[src/hw/vts_pkg.sv]
// Operation
// - Open, close and ramp-to-goal move the setpoint at one percent per second.
// - Jump-to-goal sets the setpoint to the goal at once.
// - Finish halts an open, close or ramp-to-goal ramp and holds the setpoint; test travel is not halted.
// - Automatic testing launches a test every configured number of whole hours.
// - Every power-up restarts the automatic test interval timer from zero.
// - Auxiliary closure held 3 to 10 seconds then opened starts a test.
// - Auxiliary closure of about one second during a test aborts it.
// - The record of the latest test is kept in memory, overwriting the last.
// - Panel open, close or emergency demand cancels a running test and takes over.
// - Standard test strokes ten percent; custom stroke at most thirty, own speed and pause.
// - Test stroking speed defaults to 0.25 percent per second until configured.
// - After reaching the endpoint the valve returns to its pre-test position.
// - Green lamp flashes while test travel moves, steady once back at normal.
// - Test travel never exceeds the configured partial stroke travel limit.
// - Test or reset press during a test returns to normal at once, green steady.
// - Loop demand drives safe state, red steady, yellow off, reset ignored.
// - Loop back normal under manual reset: red and yellow steady, reset restores.
// - Panel trip: safe state, red flashes then steady, yellow on; reset restores.
// - Test relay contact switches during a test and restores when it ends.
// - Panel trip press pulses the trip relay contact for 1.5 to 3 seconds.
// - Reset press pulses the reset relay contact for 1.5 to 3 seconds.
// - Loop return follows the reset option; automatic reset needs no press.
// - Reverse-acting relay inverts the loop sense: low current normal, high trips.
// - While tripped a manual-reset flag is raised; only reset button or host leave a latched trip.
// - Tripped-by-panel flag clears only when normal and the latch timeout expired.
package vts_pkg;
   localparam int unsigned CLK_NS = 100;
   localparam int unsigned TICK_NS = 10_000_000;
   localparam int unsigned TICK_CYC = TICK_NS / CLK_NS;
   localparam int unsigned TICKS_PER_S = 1_000_000_000 / TICK_NS;
   localparam int unsigned HOUR_S = 3600;
   localparam int unsigned HOUR_TICKS = HOUR_S * TICKS_PER_S;
   localparam int unsigned HOLD_MIN_S = 3;
   localparam int unsigned HOLD_MAX_S = 10;
   localparam int unsigned ABORT_S = 1;
   localparam int unsigned PULSE_S = 2;
   localparam int unsigned FLASH_HALF_MS = 250;
   localparam int unsigned RED_FLASH_S = 1;
   localparam int unsigned GREEN_FLASH_S = 1;
   localparam int unsigned HOLD_MIN_T = HOLD_MIN_S * TICKS_PER_S;
   localparam int unsigned HOLD_MAX_T = HOLD_MAX_S * TICKS_PER_S;
   localparam int unsigned ABORT_T = ABORT_S * TICKS_PER_S;
   localparam int unsigned PULSE_T = PULSE_S * TICKS_PER_S;
   localparam int unsigned FLASH_T = (FLASH_HALF_MS * 1_000_000) / TICK_NS;
   localparam int unsigned RED_FLASH_T = RED_FLASH_S * TICKS_PER_S;
   localparam int unsigned GREEN_FLASH_T = GREEN_FLASH_S * TICKS_PER_S;
   // Position unit is 0.0001 percent of ranged travel
   localparam int unsigned POS_W = 20;
   typedef logic [POS_W-1:0] vts_pos_t;
   localparam vts_pos_t POS_FULL = 20'hF_4240;
   localparam vts_pos_t RAMP_STEP = 20'h0_0064;
   localparam vts_pos_t STD_STROKE = 20'h1_86A0;
   localparam vts_pos_t MAX_STROKE = 20'h4_93E0;
   localparam logic [15:0] SPEED_RST = 16'h0019;
   localparam int unsigned REC_WORDS = 4;
   localparam logic [1:0] REC_START = 2'h0;
   localparam logic [1:0] REC_END = 2'h1;
   localparam logic [1:0] REC_RESULT = 2'h2;
   localparam logic [1:0] REC_DUR = 2'h3;
   localparam logic [7:0] RES_PASS = 8'h01;
   localparam logic [7:0] RES_ABORT = 8'h02;
   localparam logic [7:0] RES_OVERRIDE = 8'h03;
   localparam logic [7:0] RES_TRIP = 8'h04;
   localparam int unsigned PIN_AUX = 0;
   localparam int unsigned PIN_TEST = 1;
   localparam int unsigned PIN_RESET = 2;
   localparam int unsigned PIN_TRIP = 3;
   localparam int unsigned PIN_OPEN = 4;
   localparam int unsigned PIN_CLOSE = 5;
   localparam int unsigned PIN_LOOP = 6;
   localparam int unsigned PIN_N = 7;
   typedef enum logic [1:0] {TS_IDLE = 2'b00, TS_STROKE = 2'b01, TS_PAUSE = 2'b11, TS_RETURN = 2'b10} vts_test_e;
   typedef enum logic [1:0] {TR_NORMAL = 2'b00, TR_DEMAND = 2'b01, TR_READY = 2'b11, TR_RESTORE = 2'b10} vts_trip_e;
   typedef enum logic [1:0] {RO_AUTO = 2'b00, RO_MANUAL = 2'b01, RO_SMART = 2'b10} vts_reset_opt_e;
endpackage : vts_pkg

[src/hw/vts_rec_mem.sv]
`timescale 1ns/1ns
`default_nettype none
module vts_rec_mem (
   input wire logic clk_sys,
   input wire logic reset_n,
   input wire logic wr_en,
   input wire logic [1:0] wr_addr,
   input wire logic [31:0] wr_data,
   input wire logic [1:0] rd_addr,
   output logic [31:0] rd_data
);
   import vts_pkg::*;
   typedef struct packed {
      logic [REC_WORDS-1:0][31:0] word;
      logic [31:0] rd;
   } vts_mem_s;
   vts_mem_s st_q, st_d;

   always_comb begin
      st_d = st_q;
      // Record overwrite
      if (wr_en) begin
         st_d.word[wr_addr] = wr_data;
      end
      st_d.rd = st_q.word[rd_addr];
   end

   always_ff @(posedge clk_sys or negedge reset_n) begin
      if (!reset_n) begin
         st_q <= '0;
      end else begin
         st_q <= st_d;
      end
   end

   assign rd_data = st_q.rd;
endmodule : vts_rec_mem
`default_nettype wire

[src/hw/vts_top.sv]
`timescale 1ns/1ns
`default_nettype none
module vts_top #(
   parameter int unsigned TICK_CYC_P = vts_pkg::TICK_CYC,
   parameter int unsigned HOUR_TICKS_P = vts_pkg::HOUR_TICKS
) (
   input wire logic clk_sys,
   input wire logic reset_n,
   input wire logic aux_contact,
   input wire logic btn_test,
   input wire logic btn_reset,
   input wire logic btn_trip,
   input wire logic btn_open,
   input wire logic btn_close,
   input wire logic loop_high,
   input wire logic cmd_open,
   input wire logic cmd_close,
   input wire logic ramp_to_goal_cmd,
   input wire logic jump_to_goal_cmd,
   input wire logic cmd_finish,
   input wire vts_pkg::vts_pos_t goal,
   input wire logic test_start_cmd,
   input wire logic latch_reset_cmd,
   input wire logic auto_test_en,
   input wire logic [15:0] test_interval_hr,
   input wire logic test_custom,
   input wire vts_pkg::vts_pos_t custom_stroke,
   input wire vts_pkg::vts_pos_t travel_limit,
   input wire logic speed_set,
   input wire logic [15:0] speed_val,
   input wire logic [7:0] pause_s,
   input wire logic reverse_relay,
   input wire logic [1:0] reset_option,
   input wire logic [7:0] latch_timeout_s,
   input wire logic [1:0] rec_rd_addr,
   output logic [31:0] rec_rd_data,
   output vts_pkg::vts_pos_t setpoint,
   output logic safe_state,
   output logic lamp_green,
   output logic lamp_red,
   output logic lamp_yellow,
   output logic relay_test,
   output logic relay_trip,
   output logic relay_reset,
   output logic manual_reset_req,
   output logic tripped_by_panel,
   output logic test_active
);
   import vts_pkg::*;

   typedef struct packed {
      logic [PIN_N-1:0] s1;
      logic [PIN_N-1:0] s2;
      logic [PIN_N-1:0] s3;
      logic [PIN_N-1:0] acc;
      logic [16:0] tick_cnt;
      logic [18:0] hr_ticks;
      logic [15:0] hours;
      logic [10:0] aux_cnt;
      logic aux_armed;
      logic [10:0] tst_cnt;
      logic tst_armed;
      vts_pos_t sp;
      logic ramp_on;
      vts_pos_t ramp_goal;
      vts_test_e ts;
      vts_pos_t pre_sp;
      vts_pos_t end_sp;
      logic [15:0] speed;
      logic [15:0] pause_cnt;
      logic [15:0] dur;
      vts_trip_e tr;
      logic by_panel;
      logic [6:0] red_cnt;
      logic [6:0] green_cnt;
      logic [4:0] flash_cnt;
      logic flash_ph;
      logic [7:0] trip_pulse;
      logic [7:0] reset_pulse;
      logic [6:0] latch_sub;
      logic [7:0] latch_s;
      logic [2:0] rec_left;
      logic [7:0] rec_res;
      logic o_green;
      logic o_red;
      logic o_yellow;
   } vts_state_s;

   vts_state_s st_q, st_d;
   logic [PIN_N-1:0] pins_in;
   logic mem_we;
   logic [1:0] mem_addr;
   logic [31:0] mem_data;

   assign pins_in = {loop_high, btn_close, btn_open, btn_trip, btn_reset, btn_test, aux_contact};

   always_comb begin
      logic [PIN_N-1:0] rise;
      logic [PIN_N-1:0] fall;
      logic tick;
      logic demand;
      logic start_req;
      logic btn_abort;
      logic override;
      logic done;
      logic [7:0] res;
      vts_pos_t stroke_len;
      vts_pos_t step;
      rise = '0;
      fall = '0;
      tick = 1'b0;
      demand = 1'b0;
      start_req = 1'b0;
      btn_abort = 1'b0;
      override = 1'b0;
      done = 1'b0;
      res = RES_PASS;
      stroke_len = '0;
      step = '0;
      st_d = st_q;

      // Pin synchronisers, a change counts once stages two and three agree
      st_d.s1 = pins_in;
      st_d.s2 = st_q.s1;
      st_d.s3 = st_q.s2;
      for (int i = 0; i < PIN_N; i++) begin
         if (st_q.s2[i] == st_q.s3[i]) begin
            st_d.acc[i] = st_q.s2[i];
         end
      end
      rise = st_d.acc & ~st_q.acc;
      fall = ~st_d.acc & st_q.acc;

      if (st_q.tick_cnt == 17'(TICK_CYC_P - 1)) begin
         st_d.tick_cnt = '0;
         tick = 1'b1;
      end else begin
         st_d.tick_cnt = st_q.tick_cnt + 17'd1;
      end

      demand = reverse_relay ? st_q.acc[PIN_LOOP] : ~st_q.acc[PIN_LOOP];

      // Lamp flash phase
      if (tick) begin
         if (st_q.flash_cnt == 5'(FLASH_T - 1)) begin
            st_d.flash_cnt = '0;
            st_d.flash_ph = ~st_q.flash_ph;
         end else begin
            st_d.flash_cnt = st_q.flash_cnt + 5'd1;
         end
         if (st_q.trip_pulse != '0) begin
            st_d.trip_pulse = st_q.trip_pulse - 8'd1;
         end
         if (st_q.reset_pulse != '0) begin
            st_d.reset_pulse = st_q.reset_pulse - 8'd1;
         end
         if (st_q.red_cnt != '0) begin
            st_d.red_cnt = st_q.red_cnt - 7'd1;
         end
         if (st_q.aux_cnt != '1 && st_q.acc[PIN_AUX]) begin
            st_d.aux_cnt = st_q.aux_cnt + 11'd1;
         end
         if (st_q.tst_cnt != '1 && st_q.acc[PIN_TEST]) begin
            st_d.tst_cnt = st_q.tst_cnt + 11'd1;
         end
      end

      // hold window on auxiliary contact and test button
      start_req = (fall[PIN_AUX] && st_q.aux_armed && st_q.aux_cnt >= 11'(HOLD_MIN_T)
                   && st_q.aux_cnt <= 11'(HOLD_MAX_T))
               || (fall[PIN_TEST] && st_q.tst_armed && st_q.tst_cnt >= 11'(HOLD_MIN_T)
                   && st_q.tst_cnt <= 11'(HOLD_MAX_T))
               || test_start_cmd;
      if (rise[PIN_AUX]) begin
         st_d.aux_cnt = '0;
         st_d.aux_armed = (st_q.ts == TS_IDLE);
      end
      if (rise[PIN_TEST]) begin
         st_d.tst_cnt = '0;
         st_d.tst_armed = (st_q.ts == TS_IDLE);
      end

      if (tick) begin
         if (st_q.hr_ticks == 19'(HOUR_TICKS_P - 1)) begin
            st_d.hr_ticks = '0;
            if (st_q.hours != '1) begin
               st_d.hours = st_q.hours + 16'd1;
            end
         end else begin
            st_d.hr_ticks = st_q.hr_ticks + 19'd1;
         end
      end
      if (auto_test_en && test_interval_hr != '0 && st_q.hours >= test_interval_hr) begin
         start_req = 1'b1;
      end

      if (speed_set) begin
         st_d.speed = speed_val;
      end

      if (rise[PIN_TRIP]) begin
         st_d.trip_pulse = 8'(PULSE_T);
      end
      if (rise[PIN_RESET]) begin
         st_d.reset_pulse = 8'(PULSE_T);
      end

      // Trip and reset sequence
      case (st_q.tr)
         TR_NORMAL, TR_RESTORE: begin
            if (demand) begin
               st_d.tr = TR_DEMAND;
            end else if (rise[PIN_TRIP]) begin
               st_d.tr = TR_READY;
               st_d.by_panel = 1'b1;
               st_d.red_cnt = 7'(RED_FLASH_T);
            end else if (st_q.tr == TR_RESTORE && tick) begin
               if (st_q.green_cnt == '0) begin
                  st_d.tr = TR_NORMAL;
               end else begin
                  st_d.green_cnt = st_q.green_cnt - 7'd1;
               end
            end
         end
         TR_DEMAND: begin
            if (!demand) begin
               if (reset_option == RO_AUTO || (reset_option == RO_SMART && !st_q.by_panel)) begin
                  st_d.tr = TR_RESTORE;
                  st_d.green_cnt = 7'(GREEN_FLASH_T);
               end else begin
                  st_d.tr = TR_READY;
               end
            end
         end
         TR_READY: begin
            if (demand) begin
               st_d.tr = TR_DEMAND;
            end else if (rise[PIN_RESET] || latch_reset_cmd) begin
               st_d.tr = TR_RESTORE;
               st_d.green_cnt = 7'(GREEN_FLASH_T);
               st_d.red_cnt = '0;
            end
         end
         default: st_d.tr = TR_DEMAND;
      endcase

      if (st_q.tr == TR_NORMAL && st_d.tr == TR_NORMAL && st_q.by_panel) begin
         if (tick) begin
            if (st_q.latch_sub == 7'(TICKS_PER_S - 1)) begin
               st_d.latch_sub = '0;
               st_d.latch_s = st_q.latch_s + 8'd1;
            end else begin
               st_d.latch_sub = st_q.latch_sub + 7'd1;
            end
         end
         if (st_q.latch_s >= latch_timeout_s) begin
            st_d.by_panel = 1'b0;
         end
      end else begin
         st_d.latch_sub = '0;
         st_d.latch_s = '0;
      end

      btn_abort = rise[PIN_TEST] || rise[PIN_RESET];
      if (st_q.acc[PIN_AUX] && !st_q.aux_armed && st_q.aux_cnt == 11'(ABORT_T)) begin
         btn_abort = 1'b1;
      end
      override = rise[PIN_OPEN] || rise[PIN_CLOSE];

      // Partial stroke test sequence
      if (tick && st_q.ts != TS_IDLE) begin
         st_d.dur = st_q.dur + 16'd1;
      end
      case (st_q.ts)
         TS_IDLE: begin
            if (start_req && st_q.tr == TR_NORMAL && st_d.tr == TR_NORMAL && !override) begin
               stroke_len = test_custom ? ((custom_stroke > MAX_STROKE) ? MAX_STROKE : custom_stroke)
                                        : STD_STROKE;
               if (stroke_len > travel_limit) begin
                  stroke_len = travel_limit;
               end
               st_d.end_sp = (st_q.sp > stroke_len) ? st_q.sp - stroke_len : '0;
               st_d.pre_sp = st_q.sp;
               st_d.ts = TS_STROKE;
               st_d.ramp_on = 1'b0;
               st_d.dur = '0;
               st_d.hours = '0;
               st_d.hr_ticks = '0;
            end
         end
         TS_STROKE: begin
            if (tick) begin
               if (st_q.sp > st_q.end_sp + vts_pos_t'(st_q.speed)) begin
                  st_d.sp = st_q.sp - vts_pos_t'(st_q.speed);
               end else begin
                  st_d.sp = st_q.end_sp;
                  st_d.ts = TS_PAUSE;
                  st_d.pause_cnt = 16'(pause_s * TICKS_PER_S);
               end
            end
         end
         TS_PAUSE: begin
            if (tick) begin
               if (st_q.pause_cnt == '0) begin
                  st_d.ts = TS_RETURN;
               end else begin
                  st_d.pause_cnt = st_q.pause_cnt - 16'd1;
               end
            end
         end
         TS_RETURN: begin
            if (tick) begin
               if (st_q.sp + vts_pos_t'(st_q.speed) < st_q.pre_sp) begin
                  st_d.sp = st_q.sp + vts_pos_t'(st_q.speed);
               end else begin
                  st_d.sp = st_q.pre_sp;
                  done = 1'b1;
               end
            end
         end
         default: st_d.ts = TS_IDLE;
      endcase
      if (st_q.ts != TS_IDLE) begin
         if (st_d.tr != TR_NORMAL) begin
            done = 1'b1;
            res = RES_TRIP;
         end else if (override) begin
            done = 1'b1;
            res = RES_OVERRIDE;
         end else if (btn_abort) begin
            done = 1'b1;
            res = RES_ABORT;
         end
         if (done) begin
            st_d.ts = TS_IDLE;
            st_d.sp = st_q.pre_sp;
            st_d.rec_left = 3'(REC_WORDS);
            st_d.rec_res = res;
            st_d.aux_armed = 1'b0;
            st_d.tst_armed = 1'b0;
         end
      end

      // Stroking commands, only in normal operation with no test
      if (st_d.tr != TR_NORMAL) begin
         st_d.ramp_on = 1'b0;
      end else if (st_d.ts == TS_IDLE) begin
         if (cmd_open || rise[PIN_OPEN]) begin
            st_d.ramp_on = 1'b1;
            st_d.ramp_goal = POS_FULL;
         end else if (cmd_close || rise[PIN_CLOSE]) begin
            st_d.ramp_on = 1'b1;
            st_d.ramp_goal = '0;
         end else if (ramp_to_goal_cmd) begin
            st_d.ramp_on = 1'b1;
            st_d.ramp_goal = (goal > POS_FULL) ? POS_FULL : goal;
         end else if (jump_to_goal_cmd) begin
            st_d.ramp_on = 1'b0;
            st_d.sp = (goal > POS_FULL) ? POS_FULL : goal;
         end else if (cmd_finish) begin
            st_d.ramp_on = 1'b0;
         end else if (st_q.ramp_on && tick) begin
            step = (st_q.sp > st_q.ramp_goal) ? st_q.sp - st_q.ramp_goal : st_q.ramp_goal - st_q.sp;
            if (step <= RAMP_STEP) begin
               st_d.sp = st_q.ramp_goal;
               st_d.ramp_on = 1'b0;
            end else if (st_q.sp > st_q.ramp_goal) begin
               st_d.sp = st_q.sp - RAMP_STEP;
            end else begin
               st_d.sp = st_q.sp + RAMP_STEP;
            end
         end
      end

      if (st_q.rec_left != '0 && !done) begin
         st_d.rec_left = st_q.rec_left - 3'd1;
      end

      // green lamp flashes while testing or restoring
      if (st_d.tr == TR_NORMAL) begin
         st_d.o_green = (st_d.ts == TS_IDLE) ? 1'b1 : st_q.flash_ph;
      end else if (st_d.tr == TR_RESTORE) begin
         st_d.o_green = st_q.flash_ph;
      end else begin
         st_d.o_green = 1'b0;
      end
      st_d.o_red = (st_d.tr == TR_DEMAND) || (st_d.tr == TR_READY && (st_d.red_cnt == '0 || st_q.flash_ph));
      st_d.o_yellow = (st_d.tr == TR_READY);
   end

   always_comb begin
      mem_we = (st_q.rec_left != '0);
      mem_addr = 2'(REC_WORDS - 32'(st_q.rec_left));
      if (mem_addr == REC_START) begin
         mem_data = 32'(st_q.pre_sp);
      end else if (mem_addr == REC_END) begin
         mem_data = 32'(st_q.end_sp);
      end else if (mem_addr == REC_RESULT) begin
         mem_data = 32'(st_q.rec_res);
      end else begin
         mem_data = 32'(st_q.dur);
      end
   end

   // asynchronous power-on reset clears the scheduler
   always_ff @(posedge clk_sys or negedge reset_n) begin
      if (!reset_n) begin
         st_q <= '0;
         st_q.speed <= SPEED_RST;
         st_q.o_green <= 1'b1;
         // Loop pin idles high, no false demand with a normal-acting relay
         st_q.s1[PIN_LOOP] <= 1'b1;
         st_q.s2[PIN_LOOP] <= 1'b1;
         st_q.s3[PIN_LOOP] <= 1'b1;
         st_q.acc[PIN_LOOP] <= 1'b1;
      end else begin
         st_q <= st_d;
      end
   end

   vts_rec_mem u_rec_mem (
      .clk_sys(clk_sys),
      .reset_n(reset_n),
      .wr_en(mem_we),
      .wr_addr(mem_addr),
      .wr_data(mem_data),
      .rd_addr(rec_rd_addr),
      .rd_data(rec_rd_data)
   );

   assign setpoint = st_q.sp;
   assign safe_state = (st_q.tr == TR_DEMAND) || (st_q.tr == TR_READY);
   assign manual_reset_req = (st_q.tr == TR_DEMAND) || (st_q.tr == TR_READY);
   assign lamp_green = st_q.o_green;
   assign lamp_red = st_q.o_red;
   assign lamp_yellow = st_q.o_yellow;
   // test contact while a test runs
   assign relay_test = (st_q.ts != TS_IDLE);
   assign test_active = (st_q.ts != TS_IDLE);
   assign relay_trip = (st_q.trip_pulse != '0);
   assign relay_reset = (st_q.reset_pulse != '0);
   assign tripped_by_panel = st_q.by_panel;
endmodule : vts_top
`default_nettype wire

[config.mk]
export PLATFORM = sky130hd
export DESIGN_NAME = vts_top
export DESIGN_NICKNAME = d
export VERILOG_FILES = /design/src/hw/vts_pkg.sv /design/src/hw/vts_rec_mem.sv /design/src/hw/vts_top.sv
export SDC_FILE = /design/constraint.sdc
export NUM_CORES = 1
export LEC_CHECK = 0
export BUFFER_PORTS_ARGS = -buffer_cell sky130_fd_sc_hd__buf_2
export CORE_MARGIN = 1.5
export CORE_UTILIZATION = 55
export DETAILED_ROUTE_END_ITERATION = 12
export GPL_ROUTABILITY_DRIVEN = 0
export GPL_TIMING_DRIVEN = 0
export PLACE_DENSITY = 0.74
export SYNTH_ARGS = -nofsm -noshare
export SYNTH_HDL_FRONTEND = slang
export SYNTH_SLANG_ARGS = --single-unit
[constraint.sdc]
create_clock -name clk_sys -period 15 [get_ports clk_sys]
set_input_delay 1.5 -clock clk_sys [delete_from_list [all_inputs] [get_ports clk_sys]]
set_output_delay 1.5 -clock clk_sys [all_outputs]
set_load 0.02 [all_outputs]
==> impl_results.md, run 1 <==
- Status: complete, no violations
- Routed Antenna Nets: 0
- Count leader, synth: dfrtp_1
- Final hold violations: 0
- Cell Rows: 83
- CTS Buffer Depth: 3
- Post-synth EDFFs: 0
- Die Wd: 230.2 um
- Multi-input logic area: 16770 sq um
- Wirelength per Cell: 19.82 um
- Grt peak-use layer: met2
- Ys Warns: 0
- Die height: 230.2 um
- Kind of critical path: in -> reg
- CP Capture Type: register
- Synth cell count leaders: 390 x dfrtp_1, 264 x nor2_1, 263 x ha_1
- Met3 Use GR: 5.283%
- PD cells: 204.7 nW/um^2
- Register area: 9970 sq um
- Layout Skew: 0.02068 ns
- Initial antenna violation count: 3
- Leak: 14.55 nW
- Post-CTS sizing: 0
- Worst setup SP type: input port
- Yosys reg bits: 398
- Post-synth top area share: 34.39%
- Full die area: 52970 sq um
- Mean Syn Cell Area: 8.938 sq um
- Syn Inst Count: 3175
- Setup bufs post-CTS: 0
- Total Power: 6.506 mW
- Asr flop ratio synth: 100.0%
- Largest net degree at the start of global routing: 126
- Final setup violation count: 0
- Vias in the first global route: 24429
- Non-filler cells, final: 4128
- Fraction of layout cells with a size suffix above 1: 12.71%
- Met2 Use GR: 48.52%
- M1 GR Usage: 40.91%
- Hold buffers post-CTS: 0
- H-tree Lvls: 2
- Top cell by count, worst path: a21o_1
- Vias: 25373
- Final slew viol count: 0
- DP Cell Count: 4049
- Initial cell density of the core: 55.43%
- Global route total overflow: 0
- Seq/Total Area, Yosys: 35.13%
- HPWL Detailed: 62220 um
- Worst r2r path cells: 25
- CP arrival: 9.22 ns
- Clock sink total: 398
- Root Buffer: clkbuf_16
- 1st-iter DRT viols: 2457
- Post-Route Setup TNS: 0 ns
- Area of the mapped netlist: 28380 sq um
- Port Buffers: 179
- GRT Overall Usage: 30.43%
- Initial DRT Pass Iterations: 5
- Synth cell types: 89
- DP Worst Slack: 6.104 ns
- Routed WL: 81810 um
- Worst vdd ir: 0.1439 mV
- Worst-Margin Slew: 1.404 ns
- Fin crit share: 58.04%
- Worst min path class: reg -> reg
- Post-route setup slack: 6.294 ns
- WP data required: 15.51 ns
- Delay of the slowest critical-path stage: 0.43 ns
- CTS buffer count: 43
- Max Freq: 114.9 MHz
- Synth area leader: dfrtp_1
- CTS tree: yes
- Hold Path Cell Cnt: 0
- Synth Flop Type: dfrtp_1
- CORE AREA: 51200 sq um
- Vias per Instance: 6.147
- Nets@finish: 3819
- I/O pin total: 194
- Reg clk slew, reported paths: 0.07 ns
- First-pass GRT wire length: 128800 um
- Crit-path slowest cell: fa_1
- Largest cells by area after synthesis: dfrtp_1 34%, ha_1 12%, a21oi_1 4.3%
- Fill cell count: 4237
- Max_cap viols: 0
- R2r setup slk: 8.68 ns
- Clock Latency Late Sink: 0.58 ns
- Worst Hold Margin: 0.3460 ns
- RSZ-0062 raised after global routing: false
- Post-layout minimum cycle time: 8.707 ns
- Drc violations: 0
- Layout area overhead: 11.99%
- CP max FO: 10
- Worst slew margin: 5.949%
[stage by stage]
step,util (%),instance area [sq um]
final,62.08,31780
after global placement,58.93,30170
after CTS,62.07,31780
after floorplan,-,28420
after detailed placement,59.11,30260
after global routing,62.08,31780
[state kept, by name (all words and copies together), names as in the netlist]
register,cells
st_q,260
lamp_green,1
u_rec_mem.rd_data,20
tripped_by_panel,1
lamp_red,1
u_rec_mem.st_q,80
setpoint,20
lamp_yellow,1
st_d,14
[logic make-up after synthesis]
logic type | synth area share [%]
and+or+nand+nor | 17.38
AOI/OAI and AO/OA | 17.48
DFF | 35.13
buffers and inverters | 5.943
adders and majority gates | 12.48
xor gates and xnor gates | 5.895
muxes | 5.692
other | 0.01321
[per-layer routing]
metal | part of all wire [%] | routed length (um)
met5 | 0.034 | 28
met4 | 4.2 | 3439
met3 | 8.4 | 6849
met2 | 45 | 37060
met1 | 42 | 34440
[final timing paths]
path,start,end
hold reg to reg,st_d[294]$_DFF_PN0_,st_d[287]$_DFF_PN0_
setup reg to reg,st_q[100]$_DFFE_PN1P_,setpoint[6]$_DFF_PN0_
hold / removal,st_d[294]$_DFF_PN0_,st_d[287]$_DFF_PN0_
min in group asynchronous,reset_n,st_q[231]$_DFF_PN0_
setup / recovery,custom_stroke[0],st_q[118]$_DFFE_PN0P_
max in group asynchronous,reset_n,setpoint[6]$_DFF_PN0_
[critical path: cells and delay by family]
family	cells	cell delay, ns
AO/OA/AOI/OAI	20	4.19
adder cells (fa/ha/maj)	3	1.01
buffers and inverters	3	0.88
multiplexers	1	0.23
AND/OR/NAND/NOR	8	1.41
[report_power, final]
group	switching [mW]	internal, mW	leakage (nW)
Clock	0.456	0.682	0.737
Sequential	0.425	1.40	4.91
Combinational	2.08	1.47	8.90
Total	2.96	3.55	14.5
[cell type report]
class	count	share of cell area, %
Multi-Input combinational cell	2405	52.76
Sequential cell	398	31.37
Clock buffer	61	4.016
Timing Repair Buffer	182	3.110
Buffer	177	2.862
Tap cell	680	2.677
Inverter	207	2.445
Clock inverter	17	0.7519
Antenna cell	1	0.007874
[layout by cell type (no fill, tap or decap), types with 20 or more instances in the layout]
master,instances
a211oi_1,28
a21o_1,47
a21oi_1,244
a22o_1,30
a22oi_1,29
a31oi_1,37
and2_1,30
and3_1,37
buf_2,191
buf_4,56
clkbuf_1,107
clkbuf_16,45
dfrtp_1,390
ha_1,263
inv_1,205
mux2_2,51
mux2i_1,59
mux4_2,20
nand2_1,247
nand2b_1,42
nand3_1,100
nand4_1,42
nor2_1,264
nor2b_1,36
nor3_1,63
nor4_1,26
o21ai_0,193
or3_1,31
xnor2_1,101
xor2_1,90
No activity file was read; power rests on OpenSTA's default activity.
==> run 2, diff against run 1 <==
clock period = 8.6 ns   (was 15 ns; I/O delays follow)
==> run 2 against run 1 <==
  * Power increased by 74%
  * Combinational power grew 74%
  * Critical path depth unchanged
  * Critical path type unchanged
  * Largest power group unchanged
==> impl_results.md, run 2 (synthesis results as in run 1) <==
- Status: complete, no violations
- Delay of the slowest critical-path stage: 0.43 ns
- Fin crit share: 92.39%
- Worst min path class: in -> async
- Wirelength per Cell: 19.81 um
- WP data required: 9.12 ns
- Worst slew margin: 7.848%
- R2r setup slk: 2.25 ns
- Max_cap viols: 0
- Port Buffers: 179
- Routed Antenna Nets: 0
- Vias: 25410
- CP arrival: 8.46 ns
- Worst Hold Margin: 0.1776 ns
- Initial DRT Pass Iterations: 8
- Final slew viol count: 0
- Die Wd: 230.2 um
- Met2 Use GR: 48.52%
- Clock sink total: 398
- GRT Overall Usage: 30.43%
- Final setup violation count: 0
- Post-route setup slack: 0.6543 ns
- Cell Rows: 83
- Crit-path slowest cell: fa_1
- Leak: 14.55 nW
- Initial cell density of the core: 55.43%
- Max Freq: 125.9 MHz
- Top cell by count, worst path: a21o_1
- Largest registers: st_q x260, u_rec_mem.st_q x80
- CTS Buffer Depth: 3
- Vias in the first global route: 24429
- Root Buffer: clkbuf_16
- Initial antenna violation count: 3
- Max reg flops: 260
- Global route total overflow: 0
- Final hold violations: 0
- Most frequent cells in the layout: 390 x dfrtp_1, 264 x nor2_1, 263 x ha_1, 247 x nand2_1, 244 x a21oi_1
- CP Capture Type: register
- Kind of critical path: in -> reg
- Largest net degree at the start of global routing: 126
- Full die area: 52970 sq um
- DP Cell Count: 4049
- Biggest register: st_q
- Worst setup SP type: input port
- Post-layout minimum cycle time: 7.946 ns
- Vias per Instance: 6.156
- Die height: 230.2 um
- HPWL Detailed: 62220 um
- RSZ-0062 raised after global routing: false
- Met3 Use GR: 5.283%
- Worst vdd ir: 0.2514 mV
- Worst-Margin Slew: 1.376 ns
- H-tree Lvls: 2
- Layout Skew: 0.02099 ns
- CP max FO: 10
- Clock Latency Late Sink: 0.59 ns
- Post-Route Setup TNS: 0 ns
- Reg clk slew, reported paths: 0.06 ns
- 1st-iter DRT viols: 2463
- CTS tree: yes
- Drc violations: 0
- CTS buffer count: 43
- Routed WL: 81760 um
- PD cells: 357.1 nW/um^2
- Commonest non-fill, non-tap cell in the layout: dfrtp_1
- CORE AREA: 51200 sq um
- DP Worst Slack: 0.3441 ns
- Grt peak-use layer: met2
- First-pass GRT wire length: 128800 um
- Non-filler cells, final: 4128
- Layout area overhead: 11.99%
- Nets@finish: 3819
- M1 GR Usage: 40.91%
- Fraction of layout cells with a size suffix above 1: 12.74%
- I/O pin total: 194
run 2: cell count changes in the layout (fill, tap and decap cells not counted):
cell / delta
clkbuf_2: +1
clkbuf_1: -1
run 2: final timing paths:
check | from | end | cells after the start
max reg2reg | st_q[100]$_DFFE_PN1P_ | st_q[97]$_DFFE_PN0P_ | 24
max in group asynchronous | reset_n | setpoint[6]$_DFF_PN0_ | 3
min | reset_n | st_q[231]$_DFF_PN0_ | 1
min in group clk_sys | st_d[294]$_DFF_PN0_ | st_d[287]$_DFF_PN0_ | 0
min reg2reg | st_d[294]$_DFF_PN0_ | st_d[287]$_DFF_PN0_ | 0
max | custom_stroke[0] | st_q[118]$_DFFE_PN0P_ | 35
run 2: worst max-delay path, delay by kind of cell:
kind | cells | cell delay (ns)
AOI/OAI and AO/OA | 20 | 4.18
adders and majority gates | 3 | 0.99
buffers and inverters | 3 | 0.80
muxes | 1 | 0.20
and+or+nand+nor | 8 | 1.44
run 2: final cells by class:
type                       count  area, sq um
clock buffer                  61         1276
timing repair buffer         182        988.4
clock inverter                17        239.0
antenna                        1        2.502
fill                        4239        19410
sequential                   398         9970
multi-input combinational   2405        16770
tap                          680        850.8
inverter                     207        777.0
buffer                       177        910.9
run 2: stage by stage:
step                      power [mW]  utilization, %  instance area (sq um)
after detailed placement       9.156           59.11                  30260
after global routing           12.08           62.08                  31780
after floorplan                7.397               -                  28420
after global placement         8.892           58.93                  30170
final                          11.35           62.08                  31780
after CTS                      11.18           62.07                  31780
run 2: metal layers:
| layer | share of wire (%) | wire, um |
|---|---|---|
| met5 | 0.034 | 28 |
| met1 | 42 | 34040 |
| met4 | 4.6 | 3777 |
| met2 | 45 | 36640 |
| met3 | 8.9 | 7277 |
run 2: what timing repair did:
| item | 4_1_cts | 5_1_grt |
|---|---|---|
| hold buffers | 0 | 0 |
| endpoints found under the setup margin | 0 | 2 |
| gates resized for setup | 0 | 2 |
| setup buffers | 0 | 0 |
run 2: power breakdown:
group	switching, mW	internal (mW)
clock network	0.796	1.19
registers	0.739	2.44
logic	3.63	2.56
total	5.16	6.19
